<file path="src/verilog/ics_params.svh">
// constants for the internal clock source unit
`ifndef ICS_PARAMS_SVH
`define ICS_PARAMS_SVH
`define ICS_SYS_CLK_MHZ      200
`define ICS_SEL_LOOP         2'h0
`define ICS_SEL_INT          2'h1
`define ICS_SEL_EXT          2'h2
`define ICS_DIV_1            2'h0
`define ICS_IRC_BASE_HALF    10'h040
`define ICS_LOOP_SHIFT       3
`define ICS_LOOP_EXT_HALF    10'h010
`define ICS_HALF_MIN         10'h001
`define ICS_SWITCH_EDGES     3'h3
`define ICS_SWITCH_TIMEOUT_US 100
`define ICS_SWITCH_TIMEOUT_CYC (`ICS_SWITCH_TIMEOUT_US * `ICS_SYS_CLK_MHZ)
`endif

</file>
<file path="src/verilog/ics_pkg.sv">
// types shared by the internal clock source unit
package ics_pkg;
    typedef enum logic [2:0] {
        LOOP_ENGAGED_INTERNAL_MODE,
        LOOP_ENGAGED_EXTERNAL_MODE,
        LOOP_BYPASSED_INTERNAL_MODE,
        BYPASSED_INTERNAL_LOW_POWER_MODE,
        LOOP_BYPASSED_EXTERNAL_MODE,
        BYPASSED_EXTERNAL_LOW_POWER_MODE,
        STOP_MODE
    } ics_mode_type;

    typedef enum logic [1:0] {
        SRC_LOOP,
        SRC_INT,
        SRC_EXT
    } ics_src_type;

    // live levels of the three candidate clocks
    typedef struct packed {
        logic loop_lvl;
        logic int_lvl;
        logic ext_lvl;
    } ics_levels_type;
endpackage : ics_pkg

</file>
<file path="src/verilog/ics_clock_unit.sv">
// internal clock source unit: mode decode, reference models, switching
// Notes on behaviour
// - seven operating modes including stop
// - reset mode: loop engaged, internal reference
// - engaged external: loop output, external reference
// - bypassed internal: output internal ref, loop on
// - switch only after several new-clock cycles
// - dead new source keeps previous clock; loop on a dead ext ref still switches in
// - bus divider takes effect immediately
// - low power bit disables loop when bypassed
// - internal ref output enable drives aux clock
// - larger trim code lowers internal frequency
// - trim affects output only internal modes
// - trim values survive every reset
// - keepalive plus output enable runs ref in stop
// - external ref accepted, optional aux output
// - internal select keeps external ref off loop
`timescale 1ns/100ps
`include "ics_params.svh"
module ics_clock_unit #(
    parameter int SWITCH_TIMEOUT_CYC = `ICS_SWITCH_TIMEOUT_CYC
) (
    input  wire logic       sys_clk,
    input  wire logic       rst_n,
    input  wire logic [1:0] clock_source_select,
    input  wire logic       internal_ref_select,
    input  wire logic       loop_power_down,
    input  wire logic [1:0] bus_clock_divider,
    input  wire logic       internal_ref_output_enable,
    input  wire logic       internal_ref_stop_keepalive,
    input  wire logic       external_ref_output_enable,
    input  wire logic       stop_request,
    input  wire logic       trim_write,
    input  wire logic [7:0] trim_coarse_value,
    input  wire logic       fine_period_adjust,
    input  wire logic       external_ref_pin,
    output logic            main_clock_output,
    output logic            debug_controller_clock,
    output logic            internal_ref_aux_clock,
    output logic            external_ref_aux_clock,
    output logic            loop_enabled,
    output logic [1:0]      active_source,
    output logic [2:0]      current_mode
);
    ics_pkg::ics_mode_type   mode;
    ics_pkg::ics_src_type    want_src;
    ics_pkg::ics_levels_type lvl;

    logic [7:0]  trim_q, trim_d;
    logic        fine_q, fine_d;
    logic        ext_s1_q, ext_s2_q, ext_s3_q;
    logic [9:0]  irc_half, loop_half;
    logic [9:0]  irc_cnt_q, irc_cnt_d, loop_cnt_q, loop_cnt_d;
    logic        irc_q, irc_d, loop_q, loop_d;
    logic        irc_run, loop_run, loop_ref_ok;
    logic        rise_want;
    logic [1:0]  cur_q, cur_d;
    logic [1:0]  want_q, sel_q;
    logic [2:0]  edge_cnt_q, edge_cnt_d;
    logic [15:0] wait_q, wait_d;
    logic        src_lvl, src_lvl_q, src_rise;
    logic [2:0]  bus_clock_divider_cnt_q, bus_clock_divider_cnt_d;
    logic        main_d, dbg_d, iaux_d, eaux_d;
    logic [2:0]  bus_clock_divider_sel;

    // mode decode from select field, internal select and low power
    always_comb begin
        if (stop_request) begin
            mode = ics_pkg::STOP_MODE;
        end else begin
            case (clock_source_select)
                `ICS_SEL_INT:
                    mode = loop_power_down
                         ? ics_pkg::BYPASSED_INTERNAL_LOW_POWER_MODE
                         : ics_pkg::LOOP_BYPASSED_INTERNAL_MODE;
                `ICS_SEL_EXT:
                    mode = loop_power_down
                         ? ics_pkg::BYPASSED_EXTERNAL_LOW_POWER_MODE
                         : ics_pkg::LOOP_BYPASSED_EXTERNAL_MODE;
                default:
                    mode = internal_ref_select
                         ? ics_pkg::LOOP_ENGAGED_INTERNAL_MODE
                         : ics_pkg::LOOP_ENGAGED_EXTERNAL_MODE;
            endcase
        end
    end

    // source wanted by the mode, and which references run
    always_comb begin
        case (mode)
            ics_pkg::LOOP_BYPASSED_INTERNAL_MODE,
            ics_pkg::BYPASSED_INTERNAL_LOW_POWER_MODE:
                want_src = ics_pkg::SRC_INT;
            ics_pkg::LOOP_BYPASSED_EXTERNAL_MODE,
            ics_pkg::BYPASSED_EXTERNAL_LOW_POWER_MODE:
                want_src = ics_pkg::SRC_EXT;
            default:
                want_src = ics_pkg::SRC_LOOP;
        endcase
        // loop off in stop and in low-power bypassed modes
        loop_run = (mode != ics_pkg::STOP_MODE)
                && (mode != ics_pkg::BYPASSED_INTERNAL_LOW_POWER_MODE)
                && (mode != ics_pkg::BYPASSED_EXTERNAL_LOW_POWER_MODE);
        irc_run  = (mode != ics_pkg::STOP_MODE)
                || (internal_ref_stop_keepalive
                    && internal_ref_output_enable);
    end

    // trim register, deliberately outside the reset
    always_comb begin
        trim_d = trim_write ? trim_coarse_value : trim_q;
        fine_d = trim_write ? fine_period_adjust : fine_q;
    end

    always_ff @(posedge sys_clk) begin
        trim_q <= trim_d;
        fine_q <= fine_d;
    end

    // half periods: internal from trim, loop from its reference
    always_comb begin
        irc_half = `ICS_IRC_BASE_HALF + {1'b0, trim_q, fine_q};
        if (internal_ref_select) begin
            loop_half = irc_half >> `ICS_LOOP_SHIFT;
            loop_ref_ok = 1'b1;
        end else begin
            loop_half = `ICS_LOOP_EXT_HALF;
            loop_ref_ok = (wait_q != 16'h0000) || lvl.ext_lvl
                       || ext_s3_q; // loop waits on ext activity unless a switch is pending
        end
        if (loop_half < `ICS_HALF_MIN) begin
            loop_half = `ICS_HALF_MIN;
        end
    end

    // reference oscillator and loop output models
    always_comb begin
        irc_cnt_d = irc_cnt_q;
        irc_d     = irc_q;
        if (!irc_run) begin
            irc_cnt_d = 10'h000;
            irc_d     = 1'b0;
        end else if (irc_cnt_q + 10'h001 >= irc_half) begin
            irc_cnt_d = 10'h000;
            irc_d     = !irc_q;
        end else begin
            irc_cnt_d = irc_cnt_q + 10'h001;
        end
        loop_cnt_d = loop_cnt_q;
        loop_d     = loop_q;
        if (!loop_run || !loop_ref_ok) begin
            loop_cnt_d = 10'h000;
            loop_d     = 1'b0;
        end else if (loop_cnt_q + 10'h001 >= loop_half) begin
            loop_cnt_d = 10'h000;
            loop_d     = !loop_q;
        end else begin
            loop_cnt_d = loop_cnt_q + 10'h001;
        end
        lvl.loop_lvl = loop_q;
        lvl.int_lvl  = irc_q;
        lvl.ext_lvl  = ext_s2_q;
    end

    always_ff @(posedge sys_clk or negedge rst_n) begin
        if (!rst_n) begin
            irc_cnt_q  <= 10'h000;
            irc_q      <= 1'b0;
            loop_cnt_q <= 10'h000;
            loop_q     <= 1'b0;
            ext_s1_q   <= 1'b0;
            ext_s2_q   <= 1'b0;
            ext_s3_q   <= 1'b0;
        end else begin
            irc_cnt_q  <= irc_cnt_d;
            irc_q      <= irc_d;
            loop_cnt_q <= loop_cnt_d;
            loop_q     <= loop_d;
            ext_s1_q   <= external_ref_pin;
            ext_s2_q   <= ext_s1_q;
            ext_s3_q   <= ext_s2_q;
        end
    end

    // switch over after several edges of the new clock, else stay
    always_comb begin
        // level of the source now on the output
        case (cur_q)
            `ICS_SEL_INT: src_lvl = lvl.int_lvl;
            `ICS_SEL_EXT: src_lvl = lvl.ext_lvl;
            default:      src_lvl = lvl.loop_lvl;
        endcase
        case (want_src)
            ics_pkg::SRC_INT: rise_want = irc_d && !irc_q;
            ics_pkg::SRC_EXT: rise_want = ext_s2_q && !ext_s3_q;
            default:          rise_want = loop_d && !loop_q;
        endcase
        cur_d      = cur_q;
        edge_cnt_d = edge_cnt_q;
        wait_d     = wait_q;
        if (want_src == cur_q) begin
            edge_cnt_d = 3'h0;
            wait_d     = 16'h0000;
        end else if (want_src != want_q
                     || clock_source_select != sel_q) begin
            edge_cnt_d = 3'h0; // new request restarts the count
            wait_d     = 16'h0000;
        end else if (wait_q >= 16'(SWITCH_TIMEOUT_CYC)) begin
            edge_cnt_d = 3'h0;
            wait_d     = 16'h0000;
        end else if (edge_cnt_q >= `ICS_SWITCH_EDGES && !src_lvl
                     && !rise_want) begin
            cur_d      = want_src;
            edge_cnt_d = 3'h0;
            wait_d     = 16'h0000;
        end else begin
            wait_d = wait_q + 16'h0001;
            if (rise_want && edge_cnt_q < `ICS_SWITCH_EDGES) begin
                edge_cnt_d = edge_cnt_q + 3'h1;
            end
        end
    end

    // bus divider on the selected source, outputs registered
    always_comb begin
        src_rise   = src_lvl && !src_lvl_q;
        bus_clock_divider_cnt_d = src_rise ? bus_clock_divider_cnt_q + 3'h1 : bus_clock_divider_cnt_q;
        case (bus_clock_divider)
            2'h1:    bus_clock_divider_sel = {2'h0, bus_clock_divider_cnt_q[0]};
            2'h2:    bus_clock_divider_sel = {2'h0, bus_clock_divider_cnt_q[1]};
            2'h3:    bus_clock_divider_sel = {2'h0, bus_clock_divider_cnt_q[2]};
            default: bus_clock_divider_sel = {2'h0, src_lvl};
        endcase
        main_d = (mode != ics_pkg::STOP_MODE) && bus_clock_divider_sel[0];
        dbg_d  = lvl.loop_lvl;
        iaux_d = internal_ref_output_enable && lvl.int_lvl;
        eaux_d = external_ref_output_enable && lvl.ext_lvl;
    end

    always_ff @(posedge sys_clk or negedge rst_n) begin
        if (!rst_n) begin
            cur_q                  <= `ICS_SEL_LOOP;
            want_q                 <= `ICS_SEL_LOOP;
            sel_q                  <= `ICS_SEL_LOOP;
            edge_cnt_q             <= 3'h0;
            wait_q                 <= 16'h0000;
            src_lvl_q              <= 1'b0;
            bus_clock_divider_cnt_q             <= 3'h0;
            main_clock_output      <= 1'b0;
            debug_controller_clock <= 1'b0;
            internal_ref_aux_clock <= 1'b0;
            external_ref_aux_clock <= 1'b0;
            loop_enabled           <= 1'b0;
            active_source          <= `ICS_SEL_LOOP;
            current_mode           <= 3'h0;
        end else begin
            cur_q                  <= cur_d;
            want_q                 <= want_src;
            sel_q                  <= clock_source_select;
            edge_cnt_q             <= edge_cnt_d;
            wait_q                 <= wait_d;
            src_lvl_q              <= src_lvl;
            bus_clock_divider_cnt_q             <= bus_clock_divider_cnt_d;
            main_clock_output      <= main_d;
            debug_controller_clock <= dbg_d;
            internal_ref_aux_clock <= iaux_d;
            external_ref_aux_clock <= eaux_d;
            loop_enabled           <= loop_run;
            active_source          <= cur_q;
            current_mode           <= mode;
        end
    end
endmodule : ics_clock_unit

</file>
<file path="config.mk">
export PLATFORM = sky130hd
export DESIGN_NAME = ics_clock_unit
export DESIGN_NICKNAME = d
export VERILOG_FILES = /design/src/verilog/ics_pkg.sv /design/src/verilog/ics_clock_unit.sv
export VERILOG_INCLUDE_DIRS = /design/src /design/src/verilog
export SDC_FILE = /design/constraint.sdc
export NUM_CORES = 1
export LEC_CHECK = 0
export BUFFER_PORTS_ARGS = -buffer_cell sky130_fd_sc_hd__buf_4
export CORE_ASPECT_RATIO = 2
export CORE_MARGIN = 3
export CORE_UTILIZATION = 59
export DETAILED_ROUTE_END_ITERATION = 12
export PLACE_DENSITY_LB_ADDON = 0.2
export SETUP_SLACK_MARGIN = 0.15
export SYNTH_ARGS = -nofsm -noshare
export SYNTH_HDL_FRONTEND = slang
export SYNTH_SLANG_ARGS = --single-unit
</file>
<file path="constraint.sdc">
create_clock -name sys_clk -period 3.6 [get_ports sys_clk]
set_clock_uncertainty 0.05 [all_clocks]
set_input_delay 0.36 -clock sys_clk [delete_from_list [all_inputs] [get_ports sys_clk]]
set_output_delay 0.36 -clock sys_clk [all_outputs]
set_load 0.02 [all_outputs]
</file>
After elaboration in Yosys (flattened, before gate mapping)
Index checks and enable logic that the tools add are counted.

Flip-flop bits (word level): 73. Bits of input ports: 23. Word-level logic and storage cells: 117.

Add/sub/neg operators: 6. Muxes and demuxes: 29. Bitwise operators: 3. Equal/unequal tests: 19. Reduce and logical (&&, ||, !) cells: 31. Magnitude comparators: 6.

Operators with widths (count): 16-bit 2-to-1 mux (4); 10-bit 2-to-1 mux (5); 10-bit by 1-bit adder with 10-bit output (second input constant) (2); 10-bit >= comparator (2); 3-bit 2-to-1 mux (6); 16-bit by 1-bit adder with 16-bit output (second input constant) (1); 16-bit by 15-bit >= comparator with 1-bit output (second input constant) (1); 16-bit nonzero test (1); 1-bit logical AND (13); 7-bit by 9-bit adder with 10-bit output (first input constant) (1); 2-bit equality test (second input constant) (5); 10-bit by 1-bit < comparator with 1-bit output (second input constant) (1); 2-bit by 1-bit equality test with 1-bit output (second input constant) (4); 1-bit logical NOT (8); 1-bit 2-to-1 mux (8); 7-bit 2-to-1 mux (1); 3-bit by 1-bit adder with 3-bit output (second input constant) (2); 3-bit by 2-bit equality test with 1-bit output (second input constant) (2); 3-bit equality test (second input constant) (2); 3-bit != test (second input constant) (2); 3-bit one-hot mux with 2 select lines (1); 1-bit logical OR (5); 5-bit nonzero test (1); 2-bit != test (2); 10 further kinds (14).

Longest topological paths before layout
Word-level depth: 17. Depth in mapped cells: 14. Mapped depth without buffers: 13.

Least setup slack after synthesis
OpenSTA, ideal clock, no wires.

Kind: reg2reg. Start: register irc_cnt_q[0]. End: register wait_q[8]. Library setup time: 0.119 ns. Arrival: 2.752 ns. Slack: 0.679 ns. Buffers on the path: 1. Period minus slack after synthesis: 2.921 ns. Stages on the path, launching flop included: 15. Cell sequence: dfrtp_1 and3_1 nand3_1 nor2_1 nand3_1 xnor2_1 ha_1 a21oi_1 o21ai_0 a311o_1 a21oi_1 a21oi_2 o21ai_2 buf_6 nor2_1.

Cells in the longest elaborated chain, start to end: 12.

Ends and longest elaborated chain: start: declaration (line ics_clock_unit.sv:53) `logic [9:0] irc_cnt_q, irc_cnt_d, loop_cnt_q, loop_cnt_d;`; start signal: assignment (line ics_clock_unit.sv:175) `irc_cnt_q <= irc_cnt_d;`; 10-bit by 1-bit adder with 10-bit output (line ics_clock_unit.sv:143) `end else if (irc_cnt_q + 10'h001 >= irc_half) begin`; 10-bit >= comparator (line ics_clock_unit.sv:143); 1-bit 2-to-1 mux (line ics_clock_unit.sv:143); 1-bit 2-to-1 mux (line ics_clock_unit.sv:140) `if (!irc_run) begin`; 1-bit logical AND (line ics_clock_unit.sv:194) `ics_pkg::SRC_INT: rise_want = irc_d && !irc_q;`; 1-bit one-hot mux with 2 select lines (line ics_clock_unit.sv:193) `case (want_src)`; 1-bit logical NOT (line ics_clock_unit.sv:212) `&& !rise_want) begin`; 1-bit logical AND (line ics_clock_unit.sv:211) `` end else if (edge_cnt_q >= `ICS_SWITCH_EDGES && !src_lvl ``; 16-bit 2-to-1 mux (line ics_clock_unit.sv:211); 16-bit 2-to-1 mux (line ics_clock_unit.sv:208) `end else if (wait_q >= 16'(SWITCH_TIMEOUT_CYC)) begin`; 16-bit 2-to-1 mux (line ics_clock_unit.sv:204) `end else if (want_src != want_q`; 16-bit 2-to-1 mux (line ics_clock_unit.sv:201) `if (want_src == cur_q) begin`; via wait_d[8] (line ics_clock_unit.sv:60) `logic [15:0] wait_q, wait_d;`; end signal: assignment (line ics_clock_unit.sv:261) `wait_q <= wait_d;`; end: declaration (line ics_clock_unit.sv:60).

The timed path passes the listed nets, and every way through them passes these cells. A chain may end at the register's enable or synchronous reset.

Worst setup path in the final report
Start: register trim_q[5]. End: register cur_q[0].

Cells in the longest elaborated chain, start to end: 12. Elaborated cells on any way between the ends: 16. Those cells by class: 1 x add/sub; 3 x order compare; 7 x mux; 5 x reduce/logical.

Ends and longest elaborated chain: start: declaration (line ics_clock_unit.sv:49) `logic [7:0] trim_q, trim_d;`; start signal: assignment (line ics_clock_unit.sv:116) `trim_q <= trim_d;`; 7-bit by 9-bit adder with 10-bit output (no source line) *; 7-bit 2-to-1 mux (line ics_clock_unit.sv:123) `if (internal_ref_select) begin`; 10-bit by 1-bit < comparator with 1-bit output (no source line); 10-bit 2-to-1 mux (line ics_clock_unit.sv:131) `` if (loop_half < `ICS_HALF_MIN) begin ``; 10-bit >= comparator (line ics_clock_unit.sv:154) `end else if (loop_cnt_q + 10'h001 >= loop_half) begin`; 1-bit 2-to-1 mux (line ics_clock_unit.sv:154); 1-bit 2-to-1 mux (line ics_clock_unit.sv:151) `if (!loop_run || !loop_ref_ok) begin`; 1-bit logical AND (line ics_clock_unit.sv:196) `default: rise_want = loop_d && !loop_q;`; 1-bit one-hot mux with 2 select lines * (line ics_clock_unit.sv:193); 1-bit logical NOT * (line ics_clock_unit.sv:212); 1-bit logical AND * (line ics_clock_unit.sv:211); 4-bit AND reduction (no source line) *; end signal: assignment (line ics_clock_unit.sv:242) `` cur_q <= `ICS_SEL_LOOP; ``; end signal: assignment (line ics_clock_unit.sv:257) `cur_q <= cur_d;`; end: declaration (line ics_clock_unit.sv:57) `logic [1:0] cur_q, cur_d;`.

Mark *: on every way between the ends. The rest lies on a longest branch, timed or not.

==> metrics.md <==
| Metric | Value |
|---|---|
| FF-to-FF Start | `trim_q[5]$_DFFE_PP_` |
| Slew headroom | `48.33%` |
| Layout cell share with drive strength beyond 1 | `15.99%` |
| CTS HTree Levels | `3` |
| Tmin final | `3.150 ns` |
| CP max FO | `6` |
| Pins Over Slew Limit | `0` |
| Area after DPL | `4093 sq um` |
| VDD IR-drop max | `368.8 uV` |
| Ports | `33` |
| FMAX | `317.5 MHz` |
| FF-to-FF End | `cur_q[0]$_DFFE_PN0P_` |
| Yosys top cell by area | `dfrtp_1` |
| Syn-to-layout area delta | `18.05%` |
| Initial DRT Pass Iterations | `4` |
| Sequential area share after synthesis | `49.90%` |
| Slew @ Worst Pin | `0.7750 ns` |
| Synth top area cells | `dfrtp_1 (43%), ha_1 (10%), edfxtp_1 (7.2%)` |
| Design Area, Final | `4428 sq um` |
| First-pass GRT wire length | `13.15 mm` |
| Syn Area/Cell | `10.90 sq um` |
| R2R setup slack | `0.45 ns` |
| CTS root buffer | `clkbuf_16` |
| ANT cells | `0` |
| DR iter-0 viols | `84` |
| Final Total Pwr | `2.143 mW` |
| CTS tree | `yes` |
| Die area | `7408 sq um` |
| Yosys warns | `0` |
| RePlAce Congestion | `0.8287` |
| FF/Latch Area | `1872 sq um` |
| ANT nets after route | `0` |
| Core region area | `6106 sq um` |
| Synth Instances | `344` |
| Nets@finish | `443` |
| Wire per inst | `15.74 um` |
| Routed Wire Length | `7.525 mm` |
| Std-Cell Rows | `40` |
| Final-layout fill cell count | `471` |
| Clock Latency Late Sink | `0.33 ns` |
| Post-synth top area share | `42.70%` |
| CTS buffer count | `9` |
| Leakage power | `2.086 nW` |
| Die height | `118.8 um` |
| Largest net degree at the start of global routing | `65` |
| Worst Hold Margin | `0.06632 ns` |
| Synth Flop Type | `dfrtp_1` |
| Synth unique cells | `45` |
| Area taken by multi-input logic gates | `1789 sq um` |
| Final worst path period share | `87.49%` |
| Vias/cell | `5.642` |
| Post-CTS Setup Inserts | `0` |
| Min-delay worst type | `in -> async` |
| CTS max path bufs | `2` |
| Dominant cell by count in the synthesized netlist | `dfrtp_1` |
| FF-to-FF path depth | `11` |
| Async S/R FF share, synth | `87.67%` |
| Setup crit start kind | `register` |
| Most frequent cells after synthesis | `dfrtp_1 (64), nor2_1 (35), ha_1 (31)` |
| Post-synth EDFFs | `9` |
| Overflow after GRT | `0` |
| Antenna violations before repair | `0` |
| Clk slew on worst S/H paths | `0.06 ns` |
| DRC Markers | `0` |
| Crit path kind | `reg -> reg` |
| Clock tree sinks | `73` |
| Critical path arrival | `3.32 ns` |
| Status | `finished clean` |
| Yosys reg bits | `73` |
| RSZ-0062 raised after global routing | `no` |
| IO buf count | `32` |
| Synthesized cell area | `3751 sq um` |
| HPWL after DPL | `5.626 mm` |
| Setup tns final | `0 ns` |
| Final Setup Violations | `0` |
| Crit path capture type | `register` |
| Hold buffers post-CTS | `0` |
| Number of global-route vias before repair | `2930` |
| CP required | `3.77 ns` |
| Max-Cap Viols | `0` |
| Via count of the routed design | `2697` |
| GRT Resource Usage Total | `22.87%` |
| Final hold vios | `0` |
| Die W | `62.38 um` |
| Initial core utilization | `61.43%` |
| PD cells | `484.0 nW/um^2` |
placed cells by master, fill, tap and decap left out, types with 9 or more instances in the layout:
cell type | synthesis | routed
a21oi_1 | 14 | 13
ha_1 | 31 | 31
dfrtp_1 | 64 | 64
xor2_1 | 12 | 12
inv_1 | 22 | 22
nand2_1 | 18 | 18
and3_1 | 15 | 15
buf_4 | 0 | 33
nand3_1 | 23 | 23
edfxtp_1 | 9 | 9
nor2_1 | 35 | 35
clkbuf_16 | 0 | 9
xnor2_1 | 26 | 26
worst max-delay path by stage:
stage                            to  slack [ns]  cells after the start                    from
2_1_floorplan   wait_q[8]$_DFF_PN0_        0.68                     14  irc_cnt_q[0]$_DFF_PN0_
3_3_place_gp   cur_q[0]$_DFFE_PN0P_        0.51                     13  irc_cnt_q[0]$_DFF_PN0_
3_5_place_dp   cur_q[0]$_DFFE_PN0P_        0.42                     13  irc_cnt_q[0]$_DFF_PN0_
4_1_cts        cur_q[1]$_DFFE_PN0P_        0.37                     13  irc_cnt_q[0]$_DFF_PN0_
5_1_grt        cur_q[1]$_DFFE_PN0P_        0.20                     13  irc_cnt_q[0]$_DFF_PN0_
6_report       cur_q[0]$_DFFE_PN0P_        0.45                     11     trim_q[5]$_DFFE_PP_
state kept, by name, summed over array words and instances (netlist names), 2 cells and up:
name                     flops
active_source                2
irc_cnt_q                   10
wait_q                      16
cur_q                        2
current_mode                 3
sel_q                        2
loop_cnt_q                  10
trim_q                       8
bus_clock_divider_cnt_q      3
edge_cnt_q                   3
want_q                       2
critical path: stages, from the launching register on:
cell and delay (ns):
edfxtp_1 0.47, ha_1 0.26, xnor2_1 0.16, or2b_1 0.24
ha_1 0.29, and3_1 0.19, a221oi_1 0.25, o21ai_0 0.23
o2111ai_4 0.30, a21o_1 0.19, nand3_1 0.11, mux2_2 0.31
layer usage:
layer	global-route usage [%]	up-vias	share of wire (%)
li1	-	1274	-
met1	21.95	1335	35
met2	42.23	55	57
met3	5.894	33	3.2
met4	14.25	0	4.9
met5	0	-	0
final cells by class:
type | count | area share (%)
Multi-Input combinational cell | 250 | 40.41
Sequential cell | 73 | 42.27
Clock inverter | 4 | 1.695
Clock buffer | 12 | 5.793
Timing Repair Buffer | 33 | 5.595
Inverter | 22 | 1.865
Tap cell | 84 | 2.374
kinds of logic (layout without fill, tap and decap cells):
kind of cell	Yosys count	count (layout)	synth area share (%)
simple gates	132	132	18.78
flops	73	73	49.90
compound gates	40	40	7.772
xor+xnor	38	38	8.873
fa+ha+maj	31	31	10.34
buf+inv	24	71	2.802
mux	5	5	1.434
other cells	1	4	0.09997
power breakdown:
part           leakage, nW  internal (mW)  switching, mW  total (mW)
Clock                0.155          0.644          0.323       0.967
Combinational        0.996          0.113          0.133       0.246
Sequential           0.935          0.889         0.0407       0.930
Total                 2.09           1.65          0.497        2.14
stage by stage:
stage | setup slack, ns | std cells | utilization, %
2_1_floorplan | 0.6788 | 347 | -
3_3_place_gp | 0.5062 | 462 | 67.03
3_5_place_dp | 0.4183 | 462 | 67.03
4_1_cts | 0.3713 | 478 | 72.46
5_1_grt | 0.2023 | 478 | 72.52
6_report | 0.4505 | 478 | 72.52
timing repair:
| item | CTS | global route |
|---|---|---|
| gates resized for setup | 0 | 1 |
| setup endpoints to repair | 0 | 19 |
| endpoints found under the hold margin | 0 | 0 |
Power figures use the tool's default switching activity.
